===== src/inc/spi_register_access_consts.svh =====
// constants of the serial register access port
`ifndef SPI_REGISTER_ACCESS_CONSTS_SVH
`define SPI_REGISTER_ACCESS_CONSTS_SVH

// ----------------------------------------------------------------------------
// widths
// ----------------------------------------------------------------------------
`define SRA_ADDR_W 14
`define SRA_DATA_W 8
`define SRA_CTRL_BITS 16

// ----------------------------------------------------------------------------
// bit order control location and fields
// ----------------------------------------------------------------------------
`define SRA_ORDER_ADDR 14'h3fff
`define SRA_ORDER_BIT_LO 3
`define SRA_ORDER_BIT_HI 4
`define SRA_ORDER_RESET 1'b0

// ----------------------------------------------------------------------------
// buffering and pin synchroniser reset levels
// ----------------------------------------------------------------------------
`define SRA_FIFO_DEPTH 4
`define SRA_PIN_RESET 4'h8

`endif


===== src/inc/spi_register_access_pkg.sv =====
// types of the serial register access port
`include "spi_register_access_consts.svh"

package spi_register_access_pkg;

  // one register write: address and byte
  typedef struct packed {
    logic [`SRA_ADDR_W-1:0] addr;
    logic [`SRA_DATA_W-1:0] data;
  } wr_word_s;

  // transaction phase, gray coded along idle -> control -> transfer -> halt
  typedef enum logic [1:0] {
    PH_IDLE = 2'h0,
    PH_CTRL = 2'h1,
    PH_XFER = 2'h3,
    PH_HALT = 2'h2
  } phase_e;

endpackage : spi_register_access_pkg


===== src/verilog/spi_register_access_slave.sv =====
// serial slave port giving an outside master access to the 14-bit register space
//
// What this block does
// - Pure slave; master starts every transfer and supplies the serial clock.
// - Serial output is driven only while shifting read data back.
// - Bits 3 or 4 set at 3FFFh select lsb first, else msb first.
// - After reset bit order is msb first.
// - Phase 0: sample on leading edge, launch on trailing edge.
// - Phase 1: sample on trailing edge, launch on next leading edge.
// - Serial clock activity while deselected does no harm.
// - First 16 clocks carry direction, 14-bit address, burst flag.
// - Direction 1 reads, 0 writes; burst 1 multi-byte, 0 single byte.
// - In lsb-first mode the 14 address bits arrive reversed.
// - Single read: device shifts out the addressed byte, master deselects.
// - Burst write stores each byte while the queue has room, increments address, keeps accepting.
// - Burst address wraps from 3FFFh to 0000h.
// - Burst read increments address and prefetches next byte without gaps.
// - Chip select rising resets the port, waits for a new transaction.
// - A write byte cut off before its last sample is never stored.
`include "spi_register_access_consts.svh"
`timescale 1ns/100ps
`default_nettype none

// ----------------------------------------------------------------------------
// small fifo; DEPTH must be a power of two
// ----------------------------------------------------------------------------
module word_fifo #(
  parameter int WIDTH = 22,
  parameter int DEPTH = 4
) (
  // clock and reset
  input wire logic clk,
  input wire logic rst,
  // filling side
  input wire logic inValid,
  output logic inReady,
  input wire logic [WIDTH-1:0] inData,
  // draining side
  output logic outValid,
  input wire logic outReady,
  output logic [WIDTH-1:0] outData
);
  localparam int AW = $clog2(DEPTH);

  logic [WIDTH-1:0] mem [DEPTH];
  logic [AW-1:0] wrPtr;
  logic [AW-1:0] rdPtr;
  logic [AW:0] count;
  wire push;
  wire pop;

  assign inReady = (count != (AW+1)'(DEPTH));
  assign outValid = (count != '0);
  assign outData = mem[rdPtr];
  assign push = inValid && inReady;
  assign pop = outValid && outReady;

  always_ff @(posedge clk) begin
    if (rst) begin
      wrPtr <= '0;
      rdPtr <= '0;
      count <= '0;
    end else begin
      if (push) wrPtr <= wrPtr + 1'b1;
      if (pop) rdPtr <= rdPtr + 1'b1;
      if (push && !pop) count <= count + 1'b1;
      else if (pop && !push) count <= count - 1'b1;
    end
  end

  always_ff @(posedge clk) begin
    if (push) mem[wrPtr] <= inData;
  end
endmodule : word_fifo

// ----------------------------------------------------------------------------
// serial port
// ----------------------------------------------------------------------------
module spi_register_access_slave (
  // clock and reset
  input wire logic clk,
  input wire logic rst,
  // serial pins
  input wire logic csN,
  input wire logic sclk,
  input wire logic sdi,
  output logic sdoOut,
  output logic sdoOe,
  input wire logic clockPhaseSelectPin,
  // register write port
  output logic wrValid,
  output spi_register_access_pkg::wr_word_s wrWord,
  input wire logic wrReady,
  // register read port, data expected the cycle after the request
  output logic rdReq,
  output logic [`SRA_ADDR_W-1:0] rdAddr,
  input wire logic [`SRA_DATA_W-1:0] rdData,
  // status
  output logic bitOrderLsb,
  output logic wrOverrun,
  output logic bufReady
);

  // --------------------------------------------------------------------------
  // helpers
  // --------------------------------------------------------------------------
  function automatic logic [`SRA_ADDR_W-1:0] rev14(input logic [`SRA_ADDR_W-1:0] v);
    logic [`SRA_ADDR_W-1:0] r;
    r = '0;
    for (int i = 0; i < `SRA_ADDR_W; i++) r[i] = v[`SRA_ADDR_W-1-i];
    return r;
  endfunction : rev14

  function automatic logic [`SRA_DATA_W-1:0] rev8(input logic [`SRA_DATA_W-1:0] v);
    logic [`SRA_DATA_W-1:0] r;
    r = '0;
    for (int i = 0; i < `SRA_DATA_W; i++) r[i] = v[`SRA_DATA_W-1-i];
    return r;
  endfunction : rev8

  // --------------------------------------------------------------------------
  // pin synchronisers: three stages, a level counts once stages 2 and 3 agree
  // --------------------------------------------------------------------------
  logic [3:0] pinS1;
  logic [3:0] pinS2;
  logic [3:0] pinS3;
  logic [3:0] pinLvl;
  logic sclkPrev;
  wire [3:0] pinAgree;
  wire csLvl;
  wire sclkLvl;
  wire sdiLvl;
  wire phaseLvl;

  assign pinAgree = ~(pinS2 ^ pinS3);
  assign csLvl = pinLvl[3];
  assign sclkLvl = pinLvl[2];
  assign sdiLvl = pinLvl[1];
  assign phaseLvl = pinLvl[0];

  always_ff @(posedge clk) begin
    if (rst) begin
      pinS1 <= `SRA_PIN_RESET;
      pinS2 <= `SRA_PIN_RESET;
      pinS3 <= `SRA_PIN_RESET;
      pinLvl <= `SRA_PIN_RESET;
      sclkPrev <= 1'b0;
    end else begin
      pinS1 <= {csN, sclk, sdi, clockPhaseSelectPin};
      pinS2 <= pinS1;
      pinS3 <= pinS2;
      pinLvl <= (pinLvl & ~pinAgree) | (pinS3 & pinAgree);
      sclkPrev <= sclkLvl;
    end
  end

  // --------------------------------------------------------------------------
  // edge selection
  // --------------------------------------------------------------------------
  wire selected;
  wire sclkRise;
  wire sclkFall;
  wire sampleEdge;
  wire launchEdge;

  assign selected = !csLvl;
  assign sclkRise = sclkLvl && !sclkPrev;
  assign sclkFall = !sclkLvl && sclkPrev;
  assign sampleEdge = selected && (phaseLvl ? sclkFall : sclkRise);
  assign launchEdge = selected && (phaseLvl ? sclkRise : sclkFall);

  // --------------------------------------------------------------------------
  // transaction state
  // --------------------------------------------------------------------------
  spi_register_access_pkg::phase_e phase;
  logic [`SRA_CTRL_BITS-2:0] ctrlSh;
  logic [3:0] bitCnt;
  logic isRead;
  logic isBurst;
  logic byteDone;
  logic [`SRA_ADDR_W-1:0] addr;
  logic [`SRA_DATA_W-1:0] rxSh;
  logic [`SRA_DATA_W-1:0] txSh;
  logic [`SRA_DATA_W-1:0] nextByte;
  logic rdPending;
  logic pushValid;
  spi_register_access_pkg::wr_word_s pushWord;

  wire [`SRA_CTRL_BITS-1:0] ctrlWord;
  wire [`SRA_ADDR_W-1:0] ctrlAddr;
  wire ctrlLast;
  wire [`SRA_DATA_W-1:0] rxFull;
  wire [`SRA_DATA_W-1:0] rxByte;
  wire rxLast;
  wire [`SRA_DATA_W-1:0] txSrc;
  wire [`SRA_ADDR_W-1:0] addrInc;
  wire fifoInReady;

  assign ctrlWord = {ctrlSh, sdiLvl};
  assign ctrlAddr = bitOrderLsb ? rev14(ctrlWord[14:1]) : ctrlWord[14:1];
  assign ctrlLast = (bitCnt == 4'hf);
  assign rxFull = {rxSh[6:0], sdiLvl};
  assign rxByte = bitOrderLsb ? rev8(rxFull) : rxFull;
  assign rxLast = (bitCnt[2:0] == 3'h7);
  assign txSrc = (bitCnt[2:0] == 3'h0) ? nextByte : txSh;
  assign addrInc = addr + 14'h0001;

  always_ff @(posedge clk) begin
    if (rst || !selected) begin
      phase <= spi_register_access_pkg::PH_IDLE;
      ctrlSh <= '0;
      bitCnt <= '0;
      isRead <= 1'b0;
      isBurst <= 1'b0;
      byteDone <= 1'b0;
      addr <= '0;
      rxSh <= '0;
      txSh <= '0;
      sdoOut <= 1'b0;
      sdoOe <= 1'b0;
      rdReq <= 1'b0;
      pushValid <= 1'b0;
    end else begin
      rdReq <= 1'b0;
      pushValid <= 1'b0;
      unique case (phase)
        spi_register_access_pkg::PH_IDLE: begin
          phase <= spi_register_access_pkg::PH_CTRL;
          bitCnt <= '0;
        end
        spi_register_access_pkg::PH_CTRL: begin
          if (sampleEdge) begin
            ctrlSh <= ctrlWord[14:0];
            bitCnt <= bitCnt + 4'h1;
            if (ctrlLast) begin
              phase <= spi_register_access_pkg::PH_XFER;
              isRead <= ctrlWord[15];
              isBurst <= ctrlWord[0];
              addr <= ctrlAddr;
              rdReq <= ctrlWord[15];
              bitCnt <= '0;
            end
          end
        end
        spi_register_access_pkg::PH_XFER: begin
          if (!isRead && sampleEdge) begin
            rxSh <= rxFull;
            bitCnt <= {1'b0, bitCnt[2:0] + 3'h1};
            if (rxLast) begin
              pushValid <= 1'b1;
              addr <= addrInc;
              if (!isBurst) phase <= spi_register_access_pkg::PH_HALT;
            end
          end
          if (isRead && launchEdge) begin
            sdoOut <= bitOrderLsb ? txSrc[0] : txSrc[7];
            txSh <= bitOrderLsb ? {1'b0, txSrc[7:1]} : {txSrc[6:0], 1'b0};
            sdoOe <= 1'b1;
            bitCnt <= {1'b0, bitCnt[2:0] + 3'h1};
            if (bitCnt[2:0] == 3'h0 && isBurst) begin
              addr <= addrInc;
              rdReq <= 1'b1;
            end
            if (rxLast && !isBurst) byteDone <= 1'b1;
            if (bitCnt[2:0] == 3'h0 && byteDone) begin
              sdoOe <= 1'b0;
              phase <= spi_register_access_pkg::PH_HALT;
            end
          end
        end
        spi_register_access_pkg::PH_HALT: begin
          sdoOe <= 1'b0;
        end
      endcase
    end
  end

  // read request carries the address it was raised for; burst asks for the next one
  always_ff @(posedge clk) begin
    if (rst) begin
      rdAddr <= '0;
      rdPending <= 1'b0;
      nextByte <= '0;
    end else begin
      rdPending <= rdReq;
      if (phase == spi_register_access_pkg::PH_CTRL) rdAddr <= ctrlAddr;
      else if (launchEdge && bitCnt[2:0] == 3'h0 && isBurst) rdAddr <= addrInc;
      if (rdPending) nextByte <= rdData;
    end
  end

  // --------------------------------------------------------------------------
  // write path: captured bytes queue up ahead of the register write port
  // --------------------------------------------------------------------------
  always_ff @(posedge clk) begin
    if (rst) begin
      pushWord <= '0;
      bitOrderLsb <= `SRA_ORDER_RESET;
      wrOverrun <= 1'b0;
      bufReady <= 1'b1;
    end else begin
      bufReady <= fifoInReady;
      if (phase == spi_register_access_pkg::PH_XFER && !isRead && sampleEdge && rxLast) begin
        pushWord <= '{addr: addr, data: rxByte};
        if (addr == `SRA_ORDER_ADDR) begin
          bitOrderLsb <= rxByte[`SRA_ORDER_BIT_HI] | rxByte[`SRA_ORDER_BIT_LO];
        end
      end
      // a byte arriving on a full queue is lost; set wins over the clear
      if (pushValid && !fifoInReady) wrOverrun <= 1'b1;
      else if (phase == spi_register_access_pkg::PH_IDLE && selected) wrOverrun <= 1'b0;
    end
  end

  spi_register_access_pkg::wr_word_s fifoOut;
  wire fifoOutValid;
  wire fifoOutReady;

  assign fifoOutReady = !wrValid || wrReady;

  word_fifo #(
    .WIDTH($bits(spi_register_access_pkg::wr_word_s)),
    .DEPTH(`SRA_FIFO_DEPTH)
  ) writeQueue (
    .clk(clk),
    .rst(rst),
    .inValid(pushValid),
    .inReady(fifoInReady),
    .inData(pushWord),
    .outValid(fifoOutValid),
    .outReady(fifoOutReady),
    .outData(fifoOut)
  );

  always_ff @(posedge clk) begin
    if (rst) begin
      wrValid <= 1'b0;
      wrWord <= '0;
    end else if (fifoOutReady) begin
      wrValid <= fifoOutValid;
      if (fifoOutValid) wrWord <= fifoOut;
    end
  end
endmodule : spi_register_access_slave

`default_nettype wire


===== config.mk =====
export PLATFORM = sky130hd
export DESIGN_NAME = spi_register_access_slave
export DESIGN_NICKNAME = d
export VERILOG_FILES = /design/src/inc/spi_register_access_pkg.sv /design/src/verilog/spi_register_access_slave.sv
export VERILOG_INCLUDE_DIRS = /design/src /design/src/inc
export SDC_FILE = /design/constraint.sdc
export NUM_CORES = 1
export LEC_CHECK = 0
export BUFFER_PORTS_ARGS = -buffer_cell sky130_fd_sc_hd__clkbuf_2
export CAP_MARGIN = 20
export CORE_MARGIN = 3
export CORE_UTILIZATION = 65
export DETAILED_ROUTE_END_ITERATION = 7
export GPL_ROUTABILITY_DRIVEN = 0
export PLACE_DENSITY = 0.82
export SLEW_MARGIN = 10
export SYNTH_ARGS = -nofsm -noshare
export SYNTH_HDL_FRONTEND = slang
export SYNTH_HIERARCHICAL = 1
export SYNTH_SLANG_ARGS = --single-unit

===== constraint.sdc =====
create_clock -name clk -period 3.2 [get_ports clk]
set_input_delay 0.64 -clock clk [delete_from_list [all_inputs] [get_ports clk]]
set_output_delay 0.64 -clock clk [all_outputs]
set_load 0.005 [all_outputs]

== Word-level counts from Yosys, hierarchy flattened ==
Memories as Yosys holds them, arrays and structs flattened. A register that Yosys moved wholly into a read port is not among the register bits.
Cells that the tools add are included.
Operators by class
  add/subtract/negate cells: 7
  eq/ne operators: 11
  multiplexer cells: 44
  bitwise gates (word level): 9
  reduce and logical (&&, ||, !) cells: 52
Operators by type and width (count)
  $mux W14: 9
  $pmux W14 S2: 1
  $mux W8: 3
  $logic_and A1 B1 Y1: 20
  $mux W4: 4
  $reduce_and A3 Y1: 5
  $add A14 B1 Y14 const B: 1
  $eq A14 B14 Y1 const B: 1
  $mux W1: 14
  $mux W2: 7
  $pmux W4 S3: 1
  $reduce_and A2 Y1: 6
  $reduce_bool A2 Y1: 5
  $logic_not A1 Y1: 9
  $and A4 B4 Y4: 2
  $not A4 Y4: 2
  $add A3 B1 Y3 const B: 2
  $mux W3: 2
  $ne A2 B2 Y1 const B: 3
  $ne A3 B3 Y1 const B: 2
  $pmux W2 S3: 1
  $reduce_bool A3 Y1: 2
  $add A2 B1 Y2 const B: 2
  $add A4 B1 Y4 const B: 1
  14 further kinds: 18
Storage, ports and cells
  flip-flop bits (word level): 130
  bits in writable memories: 88
  logic and storage cells: 154
  memories kept: 1
Memories
  writeQueue.mem: words 4, bits a word 22, read ports 1, clocked after Yosys merged registers in 1, write ports 1, line spi_register_access_slave.sv:45  | logic [WIDTH-1:0] mem [DEPTH];

== Longest topological paths before layout ==
Gate-level depths: netlist of the first run.
  depth after elaboration: 9
  gate-level depth with buffers: 9
  depth with buffers taken out: 8

== Modules after synthesis ==
Netlist of the first run, hierarchy kept.
Modules (own cells, without submodules)
  spi_register_access_slave: instances 1, cells each 710, area an instance 6374.9 um^2, sequential area each 2902.8 um^2
  word_fifo: instances 1, cells each 162, area an instance 3658.5 um^2, sequential area each 2822.7 um^2

== Worst setup path before layout of the first run ==
No wires, ideal clock.
  kind: input -> register
  start: input port wrReady
  end: register writeQueue.count[2]
  setup time: 0.070 ns
  data arrival time: 2.183 ns
  required time: 3.130 ns
  slack: 0.947 ns
  stages: 8
  path through: nand2b_1 > o31ai_2 > ha_1 > inv_1 > fa_1 > xor2_1 > or3_1 > a21oi_1
On the way
  cells in the longest elaborated chain, start to end: 5
  elaborated cells between the ends (all ways): 7
RTL lines
  from (decl): line spi_register_access_slave.sv:93  | input wire logic wrReady,
  $logic_or A1 B1 Y1 *: line spi_register_access_slave.sv:319  | assign fifoOutReady = !wrValid || wrReady;
  $logic_and A1 B1 Y1 *: line spi_register_access_slave.sv:56  | assign pop = outValid && outReady;
  $logic_not A1 Y1: line spi_register_access_slave.sv:66  | if (push && !pop) count <= count + 1'b1;
  $logic_and A1 B1 Y1: line spi_register_access_slave.sv:66
  $mux W3 or $reduce_bool A2 Y1 (tied branches)
  to (signal assigned): line spi_register_access_slave.sv:66
  to (signal assigned): line spi_register_access_slave.sv:67  | else if (pop && !push) count <= count - 1'b1;
  to (decl): line spi_register_access_slave.sv:48  | logic [AW:0] count;
Mark *: on every way between the ends. The rest lies on a longest branch, timed or not.
A chain may end at the register's enable or synchronous reset.

==> results of run 1 <==
## Yosys cell counts (3+ instances only)
library cell	number	area share
nor2_1	67	0.025
or2_2	6	0.0037
nand4_1	7	0.0044
ha_1	9	0.011
o21ai_0	20	0.010
a31oi_1	3	0.0019
edfxtp_1	88	0.26
a21oi_1	76	0.038
inv_1	11	0.0041
and3_1	7	0.0044
a311oi_1	4	0.0035
buf_1	6	0.0022
mux2i_1	61	0.061
xor2_1	9	0.0079
and2_1	4	0.0025
nand3b_1	5	0.0037
mux2_2	10	0.011
xnor2_1	6	0.0052
nand3_1	26	0.013
buf_6	8	0.0090
nor2_2	9	0.0056
nor2b_1	14	0.0087
mux4_2	20	0.045
nor3_1	3	0.0015
clkbuf_1	29	0.011
nand2_1	104	0.039
a21o_1	8	0.0060
a211oi_2	10	0.012
buf_2	12	0.0060
nand2b_1	9	0.0056
o211ai_1	6	0.0045
a211oi_1	10	0.0075
o221ai_1	8	0.0070
dfxtp_1	154	0.31
## sequential cells by signal, summed over array words and instances, names as in the netlist, 2 cells and up, named ones only
| register | count |
|---|---|
| ctrlSh | 15 |
| nextByte | 8 |
| writeQueue/wrPtr | 2 |
| pinS3 | 4 |
| wrWord | 22 |
| writeQueue/rdPtr | 2 |
| writeQueue/count | 3 |
| pushWord | 22 |
| addr | 14 |
| writeQueue/mem | 88 |
| txSh | 8 |
| bitCnt | 4 |
| rdAddr | 14 |
| rxSh | 7 |
| phase | 2 |
| pinS2 | 4 |
| pinS1 | 4 |
## cells by family after synthesis
group                    Yosys count
XOR/XNOR                          15
flip-flops                       242
multiplexers                      94
AO/OA/AOI/OAI                    167
AND/OR/NAND/NOR                  275
adder cells (fa/ha/maj)           10
buffers and inverters             69
## metal layers
metal	share of wire	wire, um
met1	0.42	8600
met3	0.059	1200
met5	0	0
met2	0.50	10300
met4	0.022	457
## power groups by stage
stage	clock (mW)	sequential [mW]	combinational, mW
after floorplan	0	3.50	0.659
after global placement	0	3.52	0.866
after detailed placement	0	3.53	0.908
after CTS	2.87	3.46	0.918
after global routing	2.99	3.48	1.02
final	2.83	3.46	0.903
## worst max-delay path, cell delays in order, from the launching register on
cell       delay (ns)
dfxtp_1          0.44
or4b_4           0.67
a2111oi_4        0.31
buf_4            0.48
nand4_1          0.17
nor3_1           0.20
nor3_2           0.05
## area by class of cell
type | instances | area [um^2]
Inverter | 11 | 41.3
Clock buffer | 30 | 633
Tap cell | 184 | 230
Sequential cell | 242 | 5730
Clock inverter | 14 | 169
Multi-Input combinational cell | 561 | 3970
Fill cell | 930 | 3650
Timing Repair Buffer | 72 | 398
## worst max path at each step
stage | start | to | depth (start not counted)
finish | flop | bitOrderLsb$_SDFFE_PP0P_ | 6
floorplan | wrReady | writeQueue/count[2]$_SDFFE_PP0P_ | 8
CTS | flop | bitOrderLsb$_SDFFE_PP0P_ | 6
global placement | wrReady | writeQueue/count[2]$_SDFFE_PP0P_ | 9
detailed placement | wrReady | writeQueue/count[2]$_SDFFE_PP0P_ | 9
global route | flop | bitOrderLsb$_SDFFE_PP0P_ | 6
## through the flow
stage               setup WS (ns)  hold slack (ns)
detailed placement          0.692            0.405
finish                      0.722            0.315
global placement            0.815            0.400
floorplan                   0.947            0.389
global route                0.561            0.300
CTS                         0.726            0.306
==> results.ini, run 1 <==
[clock_network]
cts_tree=yes
cts_resized=0
cts_setup_buffers=0
cts_buffers=24
clock-sinks=242
clkSlewWorstSetupHoldPaths_ns=0.06
clock_latency_ns=0.51
postCtsHoldBufs=0
cts_max_path_buffers=3
h-tree-depth=1
cts-root-buf=clkbuf_16

[routing]
ant_nets=0
wl_per_cell_um=18.4
drt_iter0_drc=706
dr.pass1.iters=5
dr_total_vias=6845
drt_wl_total_um=20500
routed_via_density=6.14
drc=0

[layout]
diodes=0
design_area_mm2=0.0112
final_common_cell=dfxtp_1
nets=937
area_delta_synth_final_pct=11.2
drive_gt1_frac=0.188
final_cell_mix=154 x dfxtp_1, 104 x nand2_1, 88 x edfxtp_1
utilization=0.754
instances_no_fill=1114

[timing]
clock.fmax_ghz=0.404
grt_setup_unrepaired=false
slew_violations=0
skew_ns=0.00692
fin_crit_sh=0.774
fin_setup_tns_ns=0
fin_crit_ns=2.48
tightest_slew_ns=1.11
finalHoldViolCount=0
max_slew_margin=0.257
setup_viol=0

[logic_synthesis]
ys_ff_latch=242
synth_seq_area_share=0.571
synth_mux_area_frac=0.123
synth-xor-area-share=0.0131
synth-main-ff-cell=dfxtp_1
synth_nets=897
synthAdderAreaFrac=0.0132
synth_simple_gate_area_share=0.129
yosys.cell_types.count=66
synthCells=872
synth_top_family_by_area=simple AND/OR/NAND/NOR gates
yosys_warnings=6
netlist_area_mm2=0.0100
synth_edf_count=88
synthArstFlopShare=0
synth-compound-area-share=0.116
avgSynthCellArea_um2=11.5

[critical_path]
worstPathRequired_ns=3.57
r2r.worst_path.cells=6
worstReg2RegEnd=bitOrderLsb$_SDFFE_PP0P_
end_kind=flop
crit_arrival_ns=2.85
critPathKind=reg -> reg
startpoint_type=flop
reg2reg_slack_ns=0.72
cp_max_fo=31

[global_route]
grt_overflow=0
antenna_found_initial=0
first_global_vias=6812
grt_usage=0.246
use_met3=0.0372
grt_util_met1=0.327
grt_busiest_layer=met2
grt_pass1_wl_um=33700
grt_max_degree=83
met2_usage=0.422

[placed_design]
dp_hpwl_um=13100
place_area_mm2=0.0104
dp.cells=1070
port_buffers=57

[power_and_ir_drop]
power_density_mw_per_mm2=644
ir_worst_vdd_uv=463
p_int_mw=5.41
total_power_mw=7.19
p_switching_mw=1.78
pwr-share-comb=0.126
switching_share=0.248
p_leak_nw=3.77
seqPwrFrac=0.481
power_frac_clock=0.393

[floorplanning]
fp.coreArea_mm2=0.0148
design.die.area_mm2=0.0170
io_pins=58
die_x_um=130
dieHeight_um=130
start_util=0.678
rows=44

[hold_path]
holdCritStartpoint=csN
whs_endpoint=pinS1[3]$_SDFF_PP1_
min_delay_path_depth=2
hold_class=in -> reg

[run_status]
run_status=completed

[flow_run]
cap_violations=0

(Power assumes the default switching activity.)
==> run 2, diff against run 1 <==
Settings changed: CORE_UTILIZATION 65 to 55, PLACE_DENSITY 0.82 to 0.74.
Clock period 3.2 ns to 2.2 ns, I/O delays scaled along.
==> run 2 against run 1 <==
  * Via count decreased by 2.0%
  * Critical path depth down 1
  * Combinational power grew 54%
  * First-iteration DRC count shrank 44%
  * Total power is 47% higher
  * Non-clock buffer count grew 25
  * Sequential share of layout area fell by 1.5 points
  * Clock power is 48% higher
==> results.ini, run 2 (synthesized netlist as in run 1, its figures left out) <==
[routing]
drt_wl_total_um=19500
ant_nets=0
wl_per_cell_um=16.5
dr.pass1.iters=5
drc=0
routed_via_density=5.69
dr_total_vias=6709
drt_iter0_drc=396

[clock_network]
h-tree-depth=1
cts_tree=yes
clock-sinks=242
postCtsHoldBufs=0
clock_latency_ns=0.51
cts_max_path_buffers=3
clkSlewWorstSetupHoldPaths_ns=0.06
cts_resized=0
cts-root-buf=clkbuf_16
cts_setup_buffers=0
cts_buffers=25

[floorplanning]
rows=48
fp.coreArea_mm2=0.0176
design.die.area_mm2=0.0199
start_util=0.570
die_x_um=141
dieHeight_um=141
io_pins=58

[placed_design]
port_buffers=57
dp_hpwl_um=13000
dp.cells=1136

[power_and_ir_drop]
p_leak_nw=3.93
ir_worst_vdd_uv=1300
power_density_mw_per_mm2=919

[critical_path]
critPathKind=reg -> reg
worstPathRequired_ns=2.64
end_kind=flop
crit_chain=or3b_2 > a211oi_2 > o211ai_2 > or4_1 > o211ai_1
crit_arrival_ns=2.56
crit_path_top_delay_cell=or3b_2
cp_max_fo=8
startpoint_type=flop
max_stage_delay_ns=0.54

[run_status]
run_status=completed

[timing]
slew_violations=0
hold_ws_ns=0.115
tightest_slew_ns=0.498
max_slew_margin=0.663
fin_crit_sh=0.967
setup_viol=0
grt_setup_unrepaired=true
clock.fmax_ghz=0.470
finalHoldViolCount=0
skew_ns=0.0106
fin_crit_ns=2.13
fin_setup_tns_ns=0

[layout]
largest_register_ffs=88
multiInputGateArea_mm2=0.00398
largest_registers=writeQueue/mem: 88 flops, pushWord: 22 flops, wrWord: 22 flops
area_delta_synth_final_pct=14.7
nets=963
final_common_cell=dfxtp_1
regArea_mm2=0.00573
drive_gt1_frac=0.213
regMostFlops=writeQueue/mem
nFillCells=1373
utilization=0.654
diodes=0
instances_no_fill=1180
final_cell_mix=151 x dfxtp_1, 104 x nand2_1, 88 x edfxtp_1

[hold_path]
hold_class=in -> reg

[global_route]
antenna_found_initial=0
grt_usage=0.200
grt_max_degree=53
first_global_vias=6552
grt_pass1_wl_um=33200
grt_overflow=0

[flow_run]
cap_violations=0

## run 2: cell count changes in the layout (fill, tap and decap cells not counted), sizes merged
cell,change
buf,+25
clkbuf,+8
clkinv,-4
clkinvlp,-3
inv,-1
## run 2: per-layer routing
| layer | track usage | vias up | part of all wire | wire length (um) |
|---|---|---|---|---|
| met5 | 0 | - | 0 | 0 |
| met4 | 0.0418 | 0 | 0.016 | 312 |
| met1 | 0.284 | 3239 | 0.47 | 9150 |
| li1 | - | 3298 | - | - |
| met2 | 0.330 | 146 | 0.47 | 9230 |
| met3 | 0.0299 | 26 | 0.041 | 807 |
## run 2: cell type report
cell class	count	share of cell area
multi-input cells	561	0.346
clock inverters	6	0.00946
repair buffers	97	0.0565
clock buffers	38	0.0621
inverters	11	0.00359
flip-flops and latches	242	0.498
well taps	225	0.0245
## run 2: report_power, final
group	leakage, nW	switching [mW]	total [mW]	internal [mW]
combinational	1.47	0.724	1.39	0.664
clock	0.402	1.61	4.19	2.58
sequential	2.06	0.152	5.00	4.84
total	3.93	2.48	10.6	8.09
## run 2: worst paths after layout
kind / start / to / slack, ns / depth (start not counted)
max: sclkPrev$_SDFF_PP0_ / addr[13]$_SDFFE_PP0P_ / 0.07 / 5
min: csN / pinS1[3]$_SDFF_PP1_ / 0.11 / 2
max reg2reg: sclkPrev$_SDFF_PP0_ / addr[13]$_SDFFE_PP0P_ / 0.07 / 5
min reg2reg: pinS1[3]$_SDFF_PP1_ / pinS2[3]$_SDFF_PP1_ / 0.41 / 1
## run 2: metrics by stage
stage,worst slack (ns),power (mW),cell area (um^2)
after global placement,0.0713,6.44,10700
after floorplan,0.147,6.05,10000
after detailed placement,0.0188,6.47,10700
after CTS,0.0767,10.7,11500
after global routing,-0.00592,11.1,11500
final,0.0723,10.6,11500
## run 2: worst max-delay path, delay by kind of cell, from the launching register on
family,cells,cell delay (ns)
and+or+nand+nor,2,0.97
AOI/OAI and AO/OA,3,0.65
DFF,1,0.43
==> run 3, diff against run 2 <==
Settings changed: BUFFER_PORTS_ARGS -buffer_cell sky130_fd_sc_hd__clkbuf_2 to unset, CORE_UTILIZATION 55 to 57, DONT_BUFFER_PORTS set to 1, PLACE_DENSITY 0.74 to 0.73.
Clock period 2.2 ns to 1.93 ns, I/O delays scaled along.
==> run 3 against run 2 <==
  * The flow now finishes with violations (negative setup slack)
  * Count of clock-buffer cells in the layout shrank 1
  * Worst setup slack got worse by 0.22 ns
  * Final cell count decreased by 0.59%
  * Core utilization grew 5.5 points
  * Critical path depth up 1
  * Largest power group unchanged
==> results.ini, run 3 (synthesized netlist as in run 1, its figures left out) <==
[timing]
hold_ws_ns=0.0323
fin_crit_sh=1.08
skew_ns=0.0113
setup_ws_ns=-0.152
finalHoldViolCount=0
clock.fmax_ghz=0.480
max_slew_margin=0.620
fin_crit_ns=2.08
slew_violations=0
tightest_slew_ns=0.568
grt_setup_unrepaired=true
setup_viol=29

[global_route]
met2_usage=0.387
first_global_vias=7026
grt_usage=0.220
use_met3=0.0379
grt_pass1_wl_um=35500
grt_overflow=0
antenna_found_initial=0
grt_max_degree=79
grt_util_met1=0.283
grt_busiest_layer=met2

[clock_network]
cts_buffers=25
cts-root-buf=clkbuf_16
clock-sinks=242
clock_latency_ns=0.51
cts_tree=yes
cts_max_path_buffers=3
h-tree-depth=1
clkSlewWorstSetupHoldPaths_ns=0.06

[layout]
final_common_cell=dfxtp_1
nFillCells=1133
largest_registers=writeQueue/mem: 88 flops, pushWord: 22 flops, wrWord: 22 flops
regMostFlops=writeQueue/mem
diodes=0
final_cell_mix=145 x dfxtp_1, 102 x nand2_1, 88 x edfxtp_1
drive_gt1_frac=0.235
multiInputGateArea_mm2=0.00419
utilization=0.709
largest_register_ffs=88
regArea_mm2=0.00574
area_delta_synth_final_pct=19.3
nets=960

[critical_path]
crit_family=simple AND/OR/NAND/NOR gates
max_stage_delay_ns=0.55
r2r.worst_path.cells=6
worstReg2RegEnd=addr[13]$_SDFFE_PP0P_
crit_path_top_delay_cell=or4b_4
cp_max_fo=4
reg2reg_from=sclkPrev$_SDFF_PP0_
critPathKind=reg -> reg
worstPathRequired_ns=2.36
crit_chain=or4b_4 > buf_6 > a211oi_4 > o211ai_2 > or4_4 > o211ai_1
end_kind=flop
crit_arrival_ns=2.51
crit_buf_inv=1
reg2reg_slack_ns=-0.15
startpoint_type=flop

[routing]
dr.pass1.iters=6
drt_wl_total_um=21900
routed_via_density=5.97
wl_per_cell_um=18.7
dr_total_vias=7007
drt_iter0_drc=519
ant_nets=0
drc=0

[power_and_ir_drop]
power_density_mw_per_mm2=977
p_leak_nw=4.02
ir_worst_vdd_uv=763

[floorplanning]
fp.coreArea_mm2=0.0169
die_x_um=139
start_util=0.594
design.die.area_mm2=0.0192
rows=47
io_pins=58
dieHeight_um=139

[hold_path]
holdCritStartpoint=rdData[3]
hold_class=in -> reg
min_delay_path_depth=2
whs_endpoint=nextByte[3]$_SDFFE_PP0P_

[placed_design]
dp_hpwl_um=13500
port_buffers=0

[run_status]
violations=negative setup slack
run_status=finished, violations left

[flow_run]
cap_violations=0

[run 3: cell types whose count changed in the layout (fill, tap and decap cells not counted), sizes merged]
cell	delta
buf	+43
bufinv	-2
clkbuf	-56
clkinv	+4
dlygate4sd3	+9
[run 3: power breakdown]
| part | internal, mW | total, mW | switching, mW |
|---|---|---|---|
| Combinational | 0.727 | 1.51 | 0.783 |
| Clock | 2.61 | 4.46 | 1.85 |
| Sequential | 5.53 | 5.72 | 0.195 |
| Total | 8.86 | 11.7 | 2.83 |
[run 3: per-layer routing]
metal,wire length (um),vias to the layer above
met5,0,-
met4,366,0
met3,1100,45
met2,11200,219
met1,9310,3439
li1,-,3304
[run 3: worst max path at each step]
| stage | startpoint | to | slack, ns | cells past startpoint |
|---|---|---|---|---|
| 4_1_cts | flop | addr[13]$_SDFFE_PP0P_ | -0.10 | 6 |
| 3_5_place_dp | writeQueue/count[1]$_SDFFE_PP0P_ | writeQueue/count[2]$_SDFFE_PP0P_ | -0.15 | 7 |
| 5_1_grt | sclkPrev$_SDFF_PP0_ | bitOrderLsb$_SDFFE_PP0P_ | -0.20 | 7 |
| 6_report | sclkPrev$_SDFF_PP0_ | addr[13]$_SDFFE_PP0P_ | -0.15 | 6 |
| 2_1_floorplan | flop | pushWord[8]$_SDFFE_PP0P_ | -0.09 | 7 |
| 3_3_place_gp | wrReady | writeQueue/count[2]$_SDFFE_PP0P_ | -0.04 | 8 |
[run 3: final cells by class]
type                            instances  share of cell area
Tap cell                              220              0.0230
Clock inverter                          8             0.00575
Multi-Input combinational cell        561               0.350
Timing Repair Buffer                   94              0.0806
Sequential cell                       242               0.480
Clock buffer                           37              0.0578
Inverter                               11             0.00345
[run 3: metrics by stage]
| stage | setup TNS, ns | cell area [um^2] | std cells | setup slack, ns | power, mW |
|---|---|---|---|---|---|
| floorplan | -1.56 | 10100 | 872 | -0.0900 | 6.90 |
| global placement | -0.585 | 10600 | 1100 | -0.0426 | 7.20 |
| detailed placement | -3.93 | 10600 | 1100 | -0.152 | 7.27 |
| CTS | -1.36 | 11700 | 1164 | -0.103 | 11.8 |
| global route | -4.43 | 12000 | 1173 | -0.202 | 12.2 |
| finish | -1.49 | 12000 | 1173 | -0.152 | 11.7 |
[run 3: what timing repair did]
item,CTS,global route
pin swaps,19,11
setup endpoints to repair,44,65
hold buffers,10,0
endpoints found under the hold margin,87,0
setup buffers,6,11
cloned,3,1
resized for setup,29,42
